File: config.mk
export PLATFORM = sky130hd
export DESIGN_NAME = sdi_top
export DESIGN_NICKNAME = d
export VERILOG_FILES = /design/src/sdi_sync2.v /design/src/sdi_fifo.v /design/src/sdi_top.v
export VERILOG_INCLUDE_DIRS = /design/src
export SDC_FILE = /design/constraint.sdc
export NUM_CORES = 1
export LEC_CHECK = 0
export BUFFER_PORTS_ARGS = -buffer_cell sky130_fd_sc_hd__buf_2
export CAP_MARGIN = 20
export CELL_PAD_IN_SITES_DETAIL_PLACEMENT = 0
export CELL_PAD_IN_SITES_GLOBAL_PLACEMENT = 2
export CORE_AREA = 3 3 128 154
export CTS_CLUSTER_SIZE = 10
export DETAILED_ROUTE_END_ITERATION = 12
export DIE_AREA = 0 0 131 157
export GPL_TIMING_DRIVEN = 1
export PLACE_DENSITY = 0.82
export SYNTH_ARGS = -nofsm -noshare
export SYNTH_HDL_FRONTEND = slang
export SYNTH_HIERARCHICAL = 1
export SYNTH_SLANG_ARGS = --single-unit
File: constraint.sdc
create_clock -name clk -period 3.4 [get_ports clk]
set_input_delay 0.68 -clock clk [delete_from_list [all_inputs] [get_ports clk]]
set_output_delay 0.68 -clock clk [all_outputs]
set_load 0.01 [all_outputs]
File: src/sdi_regs.vh
// sdi_regs.vh: constants for the serial converter input logic
// assumes: included by the design files of the sdi block only
`ifndef SDI_REGS_VH
`define SDI_REGS_VH

`define SDI_FRAME_BITS 16
`define SDI_CNT_W 5
`define SDI_CODE_W 12
`define SDI_CODE_MSB 11
`define SDI_CODE_LSB 0
`define SDI_MODE_HI_POS 13
`define SDI_MODE_LO_POS 12
`define SDI_CODE_RESET 12'h000
`define SDI_MODE_RESET 2'h0
`define SDI_MODE_NORMAL 2'h0
`define SDI_MODE_GND_1K 2'h1
`define SDI_MODE_GND_100K 2'h2
`define SDI_MODE_HIZ 2'h3
`define SDI_CLK_PERIOD_PS 5000
`define SDI_SEL_HIGH_MIN_PS 33000
`define SDI_SEL_HIGH_CYC ((`SDI_SEL_HIGH_MIN_PS + `SDI_CLK_PERIOD_PS - 1) / `SDI_CLK_PERIOD_PS)
`define SDI_FIFO_W 14
`define SDI_FIFO_DEPTH 8
`define SDI_FIFO_AW 3

`endif

File: src/sdi_sync2.v
// sdi_sync2.v: two-flop synchroniser for a group of pin levels
// assumes: inputs are asynchronous to clk; first stage feeds only the second
`timescale 1ns/1ps
module sdi_sync2 #(
  parameter W = 3
) (
  // clock and reset
  input wire clk,
  input wire srst,
  // levels
  input wire [W-1:0] async_in,
  output reg [W-1:0] sync_out
);
  reg [W-1:0] meta;

  always @(posedge clk) begin
    if (srst) begin
      meta <= {W{1'b0}};
      sync_out <= {W{1'b0}};
    end else begin
      meta <= async_in;
      sync_out <= meta;
    end
  end
endmodule

File: src/sdi_fifo.v
// sdi_fifo.v: small synchronous fifo with valid/ready on both sides
// assumes: single clock; width and depth set by parameters, depth a power of two
`timescale 1ns/1ps
module sdi_fifo #(
  parameter W = 14,
  parameter DEPTH = 8,
  parameter AW = 3
) (
  // clock and reset
  input wire clk,
  input wire srst,
  // fill side
  input wire in_valid,
  output wire in_ready,
  input wire [W-1:0] in_data,
  // drain side
  output wire out_valid,
  input wire out_ready,
  output reg [W-1:0] out_data
);
  reg [W-1:0] mem [0:DEPTH-1];
  reg [AW-1:0] wr_ptr;
  reg [AW-1:0] rd_ptr;
  reg [AW:0] count;
  reg out_full;
  wire push;
  wire pop;
  wire load;
  wire [AW:0] used;

  // the output register is one of the DEPTH words, so the memory never fills past DEPTH-1
  assign used = count + {{AW{1'b0}}, out_full};
  assign in_ready = (used < DEPTH);
  assign push = in_valid && in_ready;
  // output register holds the head word; refill when empty or taken
  assign out_valid = out_full;
  assign pop = out_full && out_ready;
  assign load = (count != {(AW+1){1'b0}}) && (!out_full || pop);

  always @(posedge clk) begin
    if (push) begin
      mem[wr_ptr] <= in_data;
    end
  end

  always @(posedge clk) begin
    if (srst) begin
      wr_ptr <= {AW{1'b0}};
      rd_ptr <= {AW{1'b0}};
      count <= {(AW+1){1'b0}};
      out_full <= 1'b0;
      out_data <= {W{1'b0}};
    end else begin
      if (push) begin
        wr_ptr <= wr_ptr + 1'b1;
      end
      if (load) begin
        out_data <= mem[rd_ptr];
        rd_ptr <= rd_ptr + 1'b1;
        out_full <= 1'b1;
      end else if (pop) begin
        out_full <= 1'b0;
      end
      if (push && !load) begin
        count <= count + 1'b1;
      end else if (load && !push) begin
        count <= count - 1'b1;
      end
    end
  end
endmodule

File: src/sdi_top.v
// sdi_top.v: three-wire serial input logic of a 12-bit voltage-output converter
// assumes: frame select, shift clock and data are pins, sampled by clk (200 MHz);
// shift clock phases each longer than the 5 ns clk period, the least the sampling can resolve.
// Behaviour
// a falling edge on the active-low frame select starts a new capture
// while selected, data is sampled on each shift clock falling edge
// the 16th falling edge completes the frame and applies it at once
// after applying, select may stay low or rise with no further effect
// master holds select high at least 33 ns between frames
// only a high-to-low select transition starts a frame
// master may idle select low between frames to save power
// the 12-bit code is straight unsigned binary, 0 to 4095
// frame: two ignored bits, mode high, mode low, twelve code bits msb first
// select rising before the 16th edge discards the frame entirely
// reset clears the code register until a complete frame arrives
// mode 00 normal, 01 1k to ground, 10 100k to ground, 11 high-z
// master sends msb first, may split frame in two bytes under select
`timescale 1ns/1ps
`include "sdi_regs.vh"
module sdi_top (
  // clock and reset
  input wire clk,
  input wire srst,
  // serial pins
  input wire sync_n,
  input wire sclk,
  input wire din,
  // converter controls
  output reg [`SDI_CODE_W-1:0] code,
  output reg [1:0] power_mode,
  output wire amp_enable,
  output wire out_gnd_1k,
  output wire out_gnd_100k,
  output wire out_hiz,
  // applied frame stream
  output wire frame_valid,
  input wire frame_ready,
  output wire [`SDI_FIFO_W-1:0] frame_data,
  output reg frame_aborted,
  output reg frame_dropped
);
  localparam [2:0] ST_IDLE = 3'b001;
  localparam [2:0] ST_SHIFT = 3'b010;
  localparam [2:0] ST_DONE = 3'b100;

  reg [2:0] state;
  reg [2:0] next_state;
  reg [15:0] shreg;
  reg [`SDI_CNT_W-1:0] bit_cnt;
  reg sync_q;
  reg sclk_q;
  wire [2:0] pins_s;
  wire sync_s;
  wire sclk_s;
  wire din_s;
  wire sync_fall;
  wire sync_rise;
  wire sclk_fall;
  wire last_bit;
  wire [15:0] full_frame;
  wire apply;
  wire fifo_in_ready;

  // mode decode, used for every analog switch control
  function mode_is;
    input [1:0] m;
    input [1:0] want;
    begin
      mode_is = (m == want);
    end
  endfunction

  sdi_sync2 #(
    .W(3)
  ) u_sync (
    .clk(clk),
    .srst(srst),
    .async_in({sync_n, sclk, din}),
    .sync_out(pins_s)
  );

  assign sync_s = pins_s[2];
  assign sclk_s = pins_s[1];
  assign din_s = pins_s[0];

  always @(posedge clk) begin
    if (srst) begin
      // matches the synchroniser's reset level, so release never looks like a select fall
      sync_q <= 1'b0;
      sclk_q <= 1'b0;
    end else begin
      sync_q <= sync_s;
      sclk_q <= sclk_s;
    end
  end

  assign sync_fall = sync_q && !sync_s;
  assign sync_rise = !sync_q && sync_s;
  assign sclk_fall = sclk_q && !sclk_s;
  assign last_bit = (bit_cnt == (`SDI_FRAME_BITS - 1));
  assign full_frame = {shreg[14:0], din_s};
  // select may rise right at the 16th fall; both arrive in one sample and the frame still counts
  assign apply = (state == ST_SHIFT) && sclk_fall && last_bit;

  always @* begin
    next_state = state;
    case (state)
      ST_IDLE: begin
        if (sync_fall) begin
          next_state = ST_SHIFT;
        end
      end
      ST_SHIFT: begin
        if (apply) begin
          next_state = ST_DONE;
        end else if (sync_s) begin
          next_state = ST_IDLE;
        end
      end
      ST_DONE: begin
        // stays here while select is low; only a rise rearms
        if (sync_s) begin
          next_state = ST_IDLE;
        end
      end
      default: begin
        next_state = ST_IDLE;
      end
    endcase
  end

  always @(posedge clk) begin
    if (srst) begin
      state <= ST_IDLE;
      shreg <= 16'h0000;
      bit_cnt <= 5'h00;
      frame_aborted <= 1'b0;
    end else begin
      state <= next_state;
      frame_aborted <= (state == ST_SHIFT) && sync_rise && !apply;
      if (state == ST_IDLE && sync_fall) begin
        shreg <= 16'h0000;
        bit_cnt <= 5'h00;
      end else if (state == ST_SHIFT && sync_s && !apply) begin
        shreg <= 16'h0000;
        bit_cnt <= 5'h00;
      end else if (state == ST_SHIFT && sclk_fall) begin
        shreg <= full_frame;
        bit_cnt <= bit_cnt + 5'h01;
      end
    end
  end

  // code and mode are applied together, straight from the completed frame
  always @(posedge clk) begin
    if (srst) begin
      code <= `SDI_CODE_RESET;
      power_mode <= `SDI_MODE_RESET;
    end else if (apply) begin
      code <= full_frame[`SDI_CODE_MSB:`SDI_CODE_LSB];
      power_mode <= {full_frame[`SDI_MODE_HI_POS], full_frame[`SDI_MODE_LO_POS]};
    end
  end

  // a power-down frame still loads code like any other frame; the mode drives only the output stage
  assign amp_enable = mode_is(power_mode, `SDI_MODE_NORMAL);
  assign out_gnd_1k = mode_is(power_mode, `SDI_MODE_GND_1K);
  assign out_gnd_100k = mode_is(power_mode, `SDI_MODE_GND_100K);
  assign out_hiz = mode_is(power_mode, `SDI_MODE_HIZ);

  // applied frames are logged; a full log never blocks the converter update
  always @(posedge clk) begin
    if (srst) begin
      frame_dropped <= 1'b0;
    end else begin
      frame_dropped <= apply && !fifo_in_ready;
    end
  end

  sdi_fifo #(
    .W(`SDI_FIFO_W),
    .DEPTH(`SDI_FIFO_DEPTH),
    .AW(`SDI_FIFO_AW)
  ) u_fifo (
    .clk(clk),
    .srst(srst),
    .in_valid(apply),
    .in_ready(fifo_in_ready),
    .in_data(full_frame[13:0]),
    .out_valid(frame_valid),
    .out_ready(frame_ready),
    .out_data(frame_data)
  );
endmodule

After elaboration in Yosys (flattened, before gate mapping)

Memories as Yosys holds them, arrays and structs flattened. A register that Yosys moved wholly into a read port is not among the register bits.
Cells that the tools add are included.

Flip-flop bits (word level): 56
Memories kept: 1
RAM bits: 112
Bits of input ports: 6

Memories:

| name       | words | width | read ports | clocked after memory_dff | wr ports | line          | text |
|---|---|---|---|---|---|---|---|
| u_fifo.mem | 8     | 14    | 1          | 1                        | 1        | sdi_fifo.v:21 | `reg [W-1:0] mem [0:DEPTH-1];` |

Multiplexer cells: 10
$lt $le $gt $ge: 1
Reductions and logical operators: 30
Equal/unequal tests: 8
Add/subtract/negate cells: 6

Operators with widths:

| kind                | count |
|---|---|
| $logic_and 1x1->1   | 16 |
| $mux 3              | 3 |
| $pmux 3 s3          | 1 |
| $logic_not 1->1     | 8 |
| $mux 4              | 2 |
| $add 3x1->3 const B | 2 |
| $add 5x1->5 const B | 1 |
| $eq 5x4->1 const B  | 1 |
| $add 4x1->4         | 1 |
| $add 4x1->4 const B | 1 |
| $eq 2x2->1 const B  | 2 |
| $lt 4x4->1 const B  | 1 |
| $mux 1              | 4 |
| $reduce_bool 2->1   | 2 |
| $reduce_bool 4->1   | 1 |
| $sub 4x1->4 const B | 1 |
| $eq 3x1->1 const B  | 1 |
| $eq 3x2->1 const B  | 1 |
| $eq 3x3->1 const B  | 1 |
| $reduce_or 3->1     | 1 |
| $eq 2x1->1 const B  | 1 |
| $logic_not 2->1     | 1 |
| $ne 2x2->1 const B  | 1 |
| $logic_or 1x1->1    | 1 |

Depth between registers and ports, before layout

Gate-level depths: netlist of the first run.

Word-level depth: 9
Gate-level depth with buffers: 15
Gate-level depth less buffers: 14

By module

Netlist of the first run, hierarchy kept.

Modules (own cells, without submodules):

| module    | instances | area an instance (µm²) | cells each |
|---|---|---|---|
| sdi_fifo  | 1         | 5,233.8                | 287 |
| sdi_top   | 1         | 1,690.4                | 195 |
| sdi_sync2 | 1         | 157.7                  | 12 |

Worst setup path before layout of the first run

OpenSTA, ideal clock, no wires.

Path type: reg2reg
From: reg bit_cnt[0]
To: mem u_fifo.mem[0][0] (enable)
Cell stages (with the launch flop): 9
Arrival: 2,938 ps
Slack: 41 ps
Cells stage by stage: dfxtp_1 ha_1 and3_1 ha_1 nand3b_1 clkbuf_1 nor2_1 nand2_1 nor4_1

Cells in the longest elaborated chain, start to end: 5

Ends and longest elaborated chain:

| element                      | line          | text |
|---|---|---|
| start: declaration           | sdi_top.v:49  | `` reg [`SDI_CNT_W-1:0] bit_cnt; `` |
| start signal: assignment     | sdi_top.v:149 | `bit_cnt <= bit_cnt + 5'h01;` |
| $eq 5x4->1                   | sdi_top.v:100 | `` assign last_bit = (bit_cnt == (`SDI_FRAME_BITS - 1)); `` |
| $logic_and 1x1->1            | sdi_top.v:103 | `assign apply = (state == ST_SHIFT) && sclk_fall && last_bit;` |
| via apply                    | sdi_top.v:61  | `wire apply;` |
| $logic_and 1x1->1            | sdi_fifo.v:34 | `assign push = in_valid && in_ready;` |
| $mux 1                       | sdi_fifo.v:41 | `if (push) begin` |
| $mux 1 (implied by the code) | sdi_fifo.v:42 | `mem[wr_ptr] <= in_data;` |
| end: declaration             | sdi_fifo.v:21 |  |

The timed path passes the listed nets, and every way through them passes these cells.

Worst setup path in the final report of the first run

From: reg bit_cnt[0]
To: reg u_fifo.count[3]

Cells in the longest elaborated chain, start to end: 6
Elaborated cells between the ends (all ways): 8

Ends and longest elaborated chain:

| element                     | line          | text |
|---|---|---|
| $eq 5x4->1 *                | sdi_top.v:100 |  |
| $logic_and 1x1->1 *         | sdi_top.v:103 |  |
| via apply                   | sdi_top.v:61  |  |
| $logic_and 1x1->1 *         | sdi_fifo.v:34 |  |
| via u_fifo.push             | sdi_fifo.v:26 | `wire push;` |
| $logic_not 1->1             | sdi_fifo.v:66 | `end else if (load && !push) begin` |
| $logic_and 1x1->1           | sdi_fifo.v:66 |  |
| $reduce_bool 2->1 (no line) | n/a           |  |
| end signal: assignment      | sdi_fifo.v:50 | `count <= {(AW+1){1'b0}};` |
| end signal: assignment      | sdi_fifo.v:65 | `count <= count + 1'b1;` |
| end signal: assignment      | sdi_fifo.v:67 | `count <= count - 1'b1;` |
| end: declaration            | sdi_fifo.v:24 | `reg [AW:0] count;` |

The timed path passes the listed nets; every way through them passes the cells marked *.
A chain may end at the register's enable or synchronous reset.

==> results.md, run 1 <==
- Status: completed
- ANT cells: 0
- Max-cap violations: 0
- Antenna Nets Post-Route: 0
- Area growth syn-to-layout: 14.3%
- Crit path DAT: between 3 and 4 ns
- Final count of hold timing violations: 0
- Rows: between 50 and 60
- Number of synthesized register bits: about 180
- Synth unique cells: 50
- Final setup fails: 0
- Dominant synthesized flop cell: edfxtp_1
- Num CTS Buffers: 17
- GR Overflow Total: 0
- Register cell area after layout: 4770 sq um
- Io pins: 41
- Post-synth EDFFs: 112
- Critical path's slowest cell: dfxtp_1
- Clock slew at reported path FFs: 0.07 ns
- Iteration count of the initial detailed-routing pass: 5
- VDD IR max: between 0.3 and 0.4 mV
- Worst min path class: flip-flop to flip-flop
- Switching power share of the total: 20.8%
- Root buf cell: clkbuf_16
- Final period util: between 80% and 90%
- Total Wirelength: 13900 um
- Worst-path fanout max: 5
- Most frequent cells in the layout: edfxtp_1, dfxtp_1, buf_2
- Cell leakage power: 2.68 nW
- PD cells: 511 nW/um^2
- Mapped Area: approximately 7000 sq um
- Worst path required time: between 3 and 4 ns
- Initial antenna violation count: 0
- Filler instances: 1640
- Startpoint Class: flip-flop
- H-tree depth: 4
- Initial Util: 38.7%
- Postcts setup bufs: 0
- Core area: approximately 18000 sq um
- Critical-path cell list: ha_1 > and3_1 > ha_1 > nand3b_1 > nor2_2 > nand2_1 > inv_1 > ha_1 > inv_1 > ha_1 > a21oi_1 > a211oi_1 > a31oi_1 > mux2_2
- RSZ-0062 raised after global routing: false
- Die area: 20600 sq um
- Iteration-0 DRC Markers: between 200 and 300
- Slowest stage delay, CP: 0.36 ns
- Avg Cell Area, Syn: 14.3 sq um
- Post-Synthesis Cells: 494
- Clock power frac: between 40% and 50%
- Vias/cell: 5.16
- Worst-Margin Slew: 0.735 ns
- Psw: 859 uW
- Share of power burned in registers: between 50 and 60%
- Most used cell, CP: ha_1
- Routed length per instance: 17.4 um
- Final min period: 3.01 ns
- Post-synthesis sequential area ratio: 67.3%
- Worst-skew pair later-pin latency: between 0.4 and 0.5 ns
- Worst slew margin: 50.9%
- Die height: 157 um
- Vias: 4126
- Warnings, synthesis: 6
- Final #Nets: 549
- Syn Nets: 508
- Clk_skew: between 0.01 and 0.015 ns
- CTS tree: yes
- Most common cell after layout, fill and taps aside: edfxtp_1
- Max Buffers Root-to-Sink: 2
- Hold WS: between 0.4 and 0.5 ns
- Logic pwr share: 0.8%
- Critical path type: flip-flop to flip-flop
- First-pass GRT wire length: 22800 um
- Placer Congestion: between 0.7 and 0.8
- Global Route Usage Sum: between 10% and 20%
- Area of the multi-input gates: 2120 sq um
- Largest net degree at the start of global routing: 38
- Die W: between 100 and 150 um
- DP HPWL: approximately 8600 um
- Final TNS setup: 0 ns
- Drt drc: 0
- Final Max Slew Viols: 0
- Vias in the first global route: 4187
- Fmax: around 0.33 GHz
- Internal: 3.28 mW
- # clock sinks: 182
- Buffers on Ports: 40
- Critical Path Sink Type: flip-flop
- Fraction of layout cells with a size suffix above 1: 23.7%
- Post-synth ARST share: 0%
[what timing repair did]
action | in CTS | in global routing
setup endpoints to repair | 0 | 1
hold buffers | 0 | 0
gates resized for setup | 0 | 1
[registers in the layout (all words and copies together) (netlist names), 2 cells and up]
register / flops
power_mode: 2
shreg: 13
u_sync/meta: 3
u_fifo/rd_ptr: 3
u_fifo/wr_ptr: 3
u_fifo/mem: 112
u_fifo/out_data: 14
code: 12
bit_cnt: 5
u_sync/sync_out: 3
u_fifo/count: 4
state: 3
[worst paths after layout]
| check | start | endpoint | slack (ns) | cells past startpoint |
|---|---|---|---|---|
| max | bit_cnt[0] | u_fifo/count[3] | 0.39 | 14 |
| min | u_sync/meta[0] | u_sync/sync_out[0] | 0.45 | 1 |
| max reg2reg | bit_cnt[0] | u_fifo/count[3] | 0.39 | 14 |
| min reg2reg | u_sync/meta[0] | u_sync/sync_out[0] | 0.45 | 1 |
[critical path: cells and delay by family (launching register included)]
kind,cells,cell delay [ns]
adder cells (fa/ha/maj),4,0.84
AND/OR/NAND/NOR,4,0.64
AO/OA/AOI/OAI,3,0.46
flip-flops,1,0.36
multiplexers,1,0.35
buffers and inverters,2,0.24
[layer usage]
| metal | part of all wire, % | GRT usage [%] | vias up |
|---|---|---|---|
| met4 | 0.86 | 4.70 | 0 |
| met3 | 5.0 | 3.50 | 11 |
| met1 | 45 | 19.7 | 2050 |
| li1 | - | - | 1972 |
| met2 | 49 | 23.4 | 93 |
| met5 | 0 | 0 | - |
[Yosys cell counts (4+ instances only)]
cell	count	share of area [%]
edfxtp_1	112	47
nand2b_1	8	0.71
o21ai_0	33	2.3
nor3_1	20	1.4
a21oi_1	18	1.3
ha_1	7	1.2
clkbuf_1	19	1.0
buf_2	4	0.28
dfxtp_1	70	20
nor2b_1	14	1.2
a211oi_1	16	1.7
nand3_1	34	2.4
buf_6	6	0.95
inv_1	10	0.53
o22ai_1	14	1.2
nor2_1	32	1.7
mux4_2	28	8.9
[area by class of cell]
| type | instances | area share [%] |
|---|---|---|
| Sequential cell | 182 | 58.9 |
| Multi-Input combinational cell | 268 | 26.2 |
| Clock buffer | 20 | 5.39 |
| Timing Repair Buffer | 56 | 3.96 |
| Tap cell | 252 | 3.89 |
| Clock inverter | 12 | 1.21 |
| Inverter | 10 | 0.464 |
[metrics by stage]
| stage | utilization (%) | instance area [sq um] | std cells | setup WS, ns | total power, mW |
|---|---|---|---|---|---|
| after global routing | 44.2 | 8100 | 800 | 0.0720 | 4.28 |
| after detailed placement | 41.2 | 7550 | 767 | 0.321 | 2.41 |
| after CTS | 44.2 | 8090 | 799 | 0.308 | 4.17 |
| after global placement | 41.2 | 7550 | 767 | 0.374 | 2.41 |
| final | 44.2 | 8100 | 800 | 0.386 | 4.13 |
| after floorplan | - | 7080 | 494 | 0.0409 | 2.40 |
[power by group through the flow]
stage	logic (mW)	clock network [mW]	registers, mW
3_3_place_gp	0.0317	0	2.37
4_1_cts	0.0324	1.82	2.33
6_report	0.0318	1.78	2.33
3_5_place_dp	0.0322	0	2.37
2_1_floorplan	0.0237	0	2.37
5_1_grt	0.0354	1.92	2.32
[cell families after synthesis]
group	share of synthesized area, %
AO/OA/AOI/OAI	7.93
XOR/XNOR	0.618
adder cells (fa/ha/maj)	1.52
buffers and inverters	3.14
flip-flops	67.3
multiplexers	9.51
AND/OR/NAND/NOR	10.0
Note: power is estimated with default switching activity, not from simulation.
==> inputs of run 2 (changes only) <==
CELL_PAD_IN_SITES_DETAIL_PLACEMENT = unset   (was 0)
CELL_PAD_IN_SITES_GLOBAL_PLACEMENT = unset   (was 2)
CORE_AREA = 3 3 109 132   (was 3 3 128 154)
DIE_AREA = 0 0 112 135   (was 0 0 131 157)
PLACE_DENSITY = 0.83   (was 0.82)
==> run 2 against run 1 <==
Sequential power hardly changed. Cell count is 11% lower. Critical path type unchanged. Hold slack got worse by 0.0023 ns. Global-route usage is 6.3 points higher. Sequential share of layout area grew 0.56 points. Register-to-register slack lost 0.11 ns. Via count rose by 4.7%. Clock skew decreased by 0.0024 ns. First-iteration DRC count up 22%. Die area decreased by 26%. Routed wire length increased by 8.0%. Clock power increased by 4%.
==> results.md, run 2 (synthesis gave the netlist of run 1 again) <==
- Root buf cell: clkbuf_16 (unchanged)
- R2R Path End: u_fifo/count[3] (unchanged)
- Status: completed (unchanged)
- Die area: 15100 sq um (was 20600 sq um)
- Largest net degree at the start of global routing: 54 (was 38)
- GR Overflow Total: 0 (unchanged)
- Final min period: 3.12 ns (was 3.01 ns)
- Worst-Margin Slew: 1.06 ns (was 0.735 ns)
- Inst Count DP: 683 (was 767)
- Rows: 46 (was 54)
- Dpl cell area: 7450 sq um (was 7550 sq um)
- Critical Path Sink Type: flip-flop (unchanged)
- Antenna Nets Post-Route: 0 (unchanged)
- Core area: 13200 sq um (was 18300 sq um)
- Hold buffer count at cts: 0 (unchanged)
- Final Max Slew Viols: 0 (unchanged)
- WHS Path Cells: 1 (unchanged)
- Hold path startpoint: u_sync/meta[0] (unchanged)
- Total power: 4.20 mW (was 4.13 mW)
- Worst-path fanout max: 5 (unchanged)
- FF-to-FF path depth: 14 (unchanged)
- VDD IR max: 0.349 mV (was 0.344 mV)
- Postcts setup bufs: 0 (unchanged)
- Worst path required time: 3.70 ns (was 3.72 ns)
- Max-cap violations: 0 (unchanged)
- Worst-skew pair later-pin latency: 0.42 ns (was 0.43 ns)
- Clk_skew: 0.0100 ns (was 0.0124 ns)
- Max reg flops: 112 (unchanged)
- Initial antenna violation count: 0 (unchanged)
- Iteration-0 DRC Markers: 362 (was 297)
- Worst min path class: flip-flop to flip-flop (unchanged)
- CTS tree: yes (unchanged)
- Die W: 112 um (was 131 um)
- Routed length per instance: 21.0 um (was 17.4 um)
- Most frequent cells in the layout: edfxtp_1, dfxtp_1, buf_2 (unchanged)
- Reg-to-Reg Start: bit_cnt[0] (unchanged)
- R2R setup slack: 0.28 ns (was 0.39 ns)
- Fraction of layout cells with a size suffix above 1: 23.9% (was 23.7%)
- Final TNS setup: 0 ns (unchanged)
- Hold Path Sink: u_sync/sync_out[0] (unchanged)
- PostCTS Resize Cnt: 0 (unchanged)
- Iteration count of the initial detailed-routing pass: 5 (unchanged)
- Biggest regs: u_fifo/mem (112), u_fifo/out_data (14), shreg (13) (unchanged)
- Final period util: 91.8% (was 88.6%)
- Final WS setup: 0.279 ns (was 0.386 ns)
- Initial Util: 53.7% (was 38.7%)
- Max Buffers Root-to-Sink: 2 (unchanged)
- Final setup fails: 0 (unchanged)
- Fmax: 0.320 GHz (was 0.332 GHz)
- Drt drc: 0 (unchanged)
- PD cells: 524 nW/um^2 (was 511 nW/um^2)
- Die height: 135 um (was 157 um)
- Biggest register: u_fifo/mem (unchanged)
- Startpoint Class: flip-flop (unchanged)
- Num CTS Buffers: 17 (unchanged)
- Vias in the first global route: 4324 (was 4187)
- Final Util: 60.9% (was 44.2%)
- Cell leakage power: 2.72 nW (was 2.68 nW)
- Crit path DAT: 3.42 ns (was 3.33 ns)
- RSZ-0062 raised after global routing: false (unchanged)
- Final Cell Area: 8020 sq um (was 8100 sq um)
- Clock slew at reported path FFs: 0.06 ns (was 0.07 ns)
- Most common cell after layout, fill and taps aside: edfxtp_1 (unchanged)
- Placer Congestion: 0.724 (was 0.759)
- Worst slew margin: 29.1% (was 50.9%)
- Io pins: 41 (unchanged)
- Critical path type: flip-flop to flip-flop (unchanged)
- Total Wirelength: 15000 um (was 13900 um)
- Global Route Usage Sum: 20.9% (was 14.6%)
- Area growth syn-to-layout: 13.3% (was 14.3%)
- Filler instances: 931 (was 1640)
- Final #Nets: 548 (was 549)
- DP HPWL: 8760 um (was 8590 um)
- Hold WS: 0.445 ns (was 0.447 ns)
- Non-filler cells, final: 715 (was 800)
- ANT cells: 0 (unchanged)
- Buffers on Ports: 40 (unchanged)
- # clock sinks: 182 (unchanged)
- First-pass GRT wire length: 24000 um (was 22800 um)
- H-tree depth: 4 (unchanged)
- Vias: 4319 (was 4126)
- Final count of hold timing violations: 0 (unchanged)
- Post-Place Worst Slack: 0.289 ns (was 0.321 ns)
- Vias/cell: 6.04 (was 5.16)
[run 2: changes by cell type in the layout (fill, tap and decap cells not counted), sizes merged]
cell and change:
buf -1, bufinv +1, clkinvlp -6, inv -2, clkbuf +2, clkinv +5
[run 2: worst max path at each step]
stage                    start                to  slack, ns
floorplan           bit_cnt[0]  u_fifo/mem[0][0]       0.04
global placement    bit_cnt[0]   u_fifo/count[3]       0.41
detailed placement  bit_cnt[0]   u_fifo/count[3]       0.29
CTS                 bit_cnt[0]   u_fifo/count[3]       0.18
global route        bit_cnt[0]   u_fifo/count[3]      0.003
finish              bit_cnt[0]   u_fifo/count[3]       0.28
[run 2: worst max-delay path, cell delays in order (launching register included)]
cell	delay [ns]
dfxtp_1	0.40
ha_1	0.19
and3_1	0.16
ha_1	0.16
nand3b_1	0.11
nor2_2	0.20
nand2_2	0.14
inv_1	0.13
ha_1	0.17
inv_1	0.09
ha_1	0.33
a21oi_1	0.23
a211oi_1	0.12
a31oi_1	0.19
mux2_2	0.36
[run 2: layout make-up]
type / instances / area [sq um] / share of cell area [%]
inverters: 10 / 37.5 / 0.468
multi-input cells: 268 / 2130 / 26.6
clock buffers: 22 / 485 / 6.05
clock inverters: 10 / 77.6 / 0.967
repair buffers: 55 / 313 / 3.90
well taps: 168 / 210 / 2.62
flip-flops and latches: 182 / 4770 / 59.4
[run 2: layer usage]
layer / GRT usage, % / vias up / wire, um
li1: - / 1973 / -
met1: 26.7 / 2150 / 6000
met2: 35.6 / 175 / 7820
met3: 5.06 / 21 / 975
met4: 6.35 / 0 / 219
met5: 0 / - / 0
[run 2: report_power, final]
group / leakage, nW / switching [mW] / internal, mW / total, mW
Clock: 0.284 / 0.765 / 1.08 / 1.85
Sequential: 1.61 / 0.00507 / 2.32 / 2.33
Combinational: 0.819 / 0.0222 / 0.00980 / 0.0320
Total: 2.72 / 0.792 / 3.41 / 4.20
==> inputs of run 3 (changes only) <==
CORE_AREA = 3 3 106 129   (was 3 3 109 132)
CTS_BUF_LIST = sky130_fd_sc_hd__clkbuf_8   (was unset)
DIE_AREA = 0 0 109 132   (was 0 0 112 135)
PLACE_DENSITY = 0.86   (was 0.83)
==> run 3 against run 2 <==
Largest power group unchanged. Sequential power barely moved. Count of clock-buffer cells in the layout fell by 4. First-iteration DRC count fell by 19%. Hold slack got worse by 0.0072 ns. Core utilization rose by 1.4 points. Critical endpoint unchanged.
==> results.md, run 3 (synthesis gave the netlist of run 1 again) <==
- Critical path type: flip-flop to flip-flop (unchanged)
- Rows: 45 (was 46)
- Final #Nets: 548 (unchanged)
- Final TNS setup: 0 ns (unchanged)
- Biggest regs: u_fifo/mem (112), u_fifo/out_data (14), shreg (13) (unchanged)
- Most frequent cells in the layout: edfxtp_1, dfxtp_1, buf_2 (unchanged)
- VDD IR max: 0.302 mV (was 0.349 mV)
- Vias: 4248 (was 4319)
- Worst path bufs/invs: 2 (unchanged)
- Final min period: 3.10 ns (was 3.12 ns)
- H-tree depth: 4 (unchanged)
- Final setup fails: 0 (unchanged)
- Routed length per instance: 18.8 um (was 21.0 um)
- Initial antenna violation count: 0 (unchanged)
- Biggest register: u_fifo/mem (unchanged)
- Crit path DAT: 3.43 ns (was 3.42 ns)
- # clock sinks: 182 (unchanged)
- Area growth syn-to-layout: 10.4% (was 13.3%)
- Critical Path Sink Type: flip-flop (unchanged)
- ANT cells: 0 (unchanged)
- Worst-path fanout max: 5 (unchanged)
- Worst-skew pair later-pin latency: 0.45 ns (was 0.42 ns)
- Iteration-0 DRC Markers: 293 (was 362)
- Final count of hold timing violations: 0 (unchanged)
- GR Overflow Total: 0 (unchanged)
- RSZ-0062 raised after global routing: false (unchanged)
- Critical path's slowest cell: dfxtp_1 (unchanged)
- Die height: 132 um (was 135 um)
- Fmax: 0.323 GHz (was 0.320 GHz)
- Postcts setup bufs: 0 (unchanged)
- Max reg flops: 112 (unchanged)
- Root buf cell: clkbuf_8 (was clkbuf_16)
- Die area: 14400 sq um (was 15100 sq um)
- Max-cap violations: 0 (unchanged)
- Clk_skew: 0.0103 ns (was 0.0100 ns)
- PD cells: 473 nW/um^2 (was 524 nW/um^2)
- Core area: 12600 sq um (was 13200 sq um)
- Vias/cell: 5.97 (was 6.04)
- Worst min path class: input port to flip-flop (was flip-flop to flip-flop)
- Vias in the first global route: 4345 (was 4324)
- Initial Util: 56.4% (was 53.7%)
- Placer Congestion: 0.726 (was 0.724)
- Hold buffer count at cts: 0 (unchanged)
- Buffers on Ports: 40 (unchanged)
- Status: completed (unchanged)
- Critical-path cell list: ha_1 > and3_1 > ha_1 > nand3b_1 > nor2_2 > nand2_1 > inv_1 > ha_1 > inv_1 > ha_1 > a21oi_1 > a211oi_1 > a31oi_1 > mux2_2 (was ha_1 > and3_1 > ha_1 > nand3b_1 > nor2_2 > nand2_2 > inv_1 > ha_1 > inv_1 > ha_1 > a21oi_1 > a211oi_1 > a31oi_1 > mux2_2)
- Final period util: 91.0% (was 91.8%)
- Slowest stage delay, CP: 0.38 ns (was 0.40 ns)
- DP HPWL: 8470 um (was 8760 um)
- Fraction of layout cells with a size suffix above 1: 24.3% (was 23.9%)
- Clock slew at reported path FFs: 0.09 ns (was 0.06 ns)
- Worst path required time: 3.74 ns (was 3.70 ns)
- Final WS setup: 0.305 ns (was 0.279 ns)
- Startpoint Class: flip-flop (unchanged)
- Total Wirelength: 13400 um (was 15000 um)
- Max Buffers Root-to-Sink: 2 (unchanged)
- Die W: 109 um (was 112 um)
- Cell leakage power: 2.63 nW (was 2.72 nW)
- Post-Place Worst Slack: 0.265 ns (was 0.289 ns)
- Global Route Usage Sum: 20.0% (was 20.9%)
- Iteration count of the initial detailed-routing pass: 7 (was 5)
- Filler instances: 901 (was 931)
- Most common cell after layout, fill and taps aside: edfxtp_1 (unchanged)
- Most used cell, CP: ha_1 (unchanged)
- Largest net degree at the start of global routing: 54 (unchanged)
- PostCTS Resize Cnt: 0 (unchanged)
- First-pass GRT wire length: 21900 um (was 24000 um)
- Num CTS Buffers: 17 (unchanged)
- Antenna Nets Post-Route: 0 (unchanged)
- Worst path top cell family by delay: adder cells (unchanged)
- Io pins: 41 (unchanged)
- Worst slew margin: 28.5% (was 29.1%)
- CTS tree: yes (unchanged)
- Worst-Margin Slew: 1.07 ns (was 1.06 ns)
- Drt drc: 0 (unchanged)
- Final Max Slew Viols: 0 (unchanged)
-- run 3: worst paths after layout --
path	startpoint	depth (start not counted)	slack (ns)	to
worst max-delay path	bit_cnt[1]	14	0.30	u_fifo/count[3]
worst min-delay path	sync_n	2	0.44	u_sync/meta[2]
worst max register to register	bit_cnt[1]	14	0.30	u_fifo/count[3]
worst min register to register	u_sync/meta[2]	1	0.44	u_sync/sync_out[2]
-- run 3: metal layers --
metal | vias to the layer above | GRT usage [%] | share of wire (%)
met1 | 2092 | 26.1 | 41
li1 | 1973 | - | -
met5 | - | 0 | 0
met4 | 0 | 7.37 | 1.6
met2 | 162 | 32.8 | 51
met3 | 21 | 4.65 | 5.6
-- run 3: final cells by class --
type	count	area [sq um]	area share, %
Multi-Input combinational cell	268	2130	27.2
Clock inverter	14	124	1.58
Inverter	10	37.5	0.480
Tap cell	164	205	2.62
Clock buffer	18	248	3.17
Timing Repair Buffer	55	313	4.00
Sequential cell	182	4770	60.9
-- run 3: through the flow --
step                hold WS, ns  power [mW]  instance area (sq um)  std cells  util (%)
CTS                       0.410        3.74                   7820        711      62.3
global route              0.425        3.84                   7820        711      62.3
detailed placement        0.424        2.41                   7450        679      59.3
floorplan                 0.414        2.40                   7080        494         -
finish                    0.437        3.70                   7820        711      62.3
global placement          0.419        2.40                   7450        679      59.3
-- run 3: report_power, final --
part           leakage, nW  switching [mW]  internal, mW
sequential            1.61         0.00535          2.32
clock                0.195           0.741         0.606
combinational        0.817          0.0212       0.00980
total                 2.63           0.768          2.93
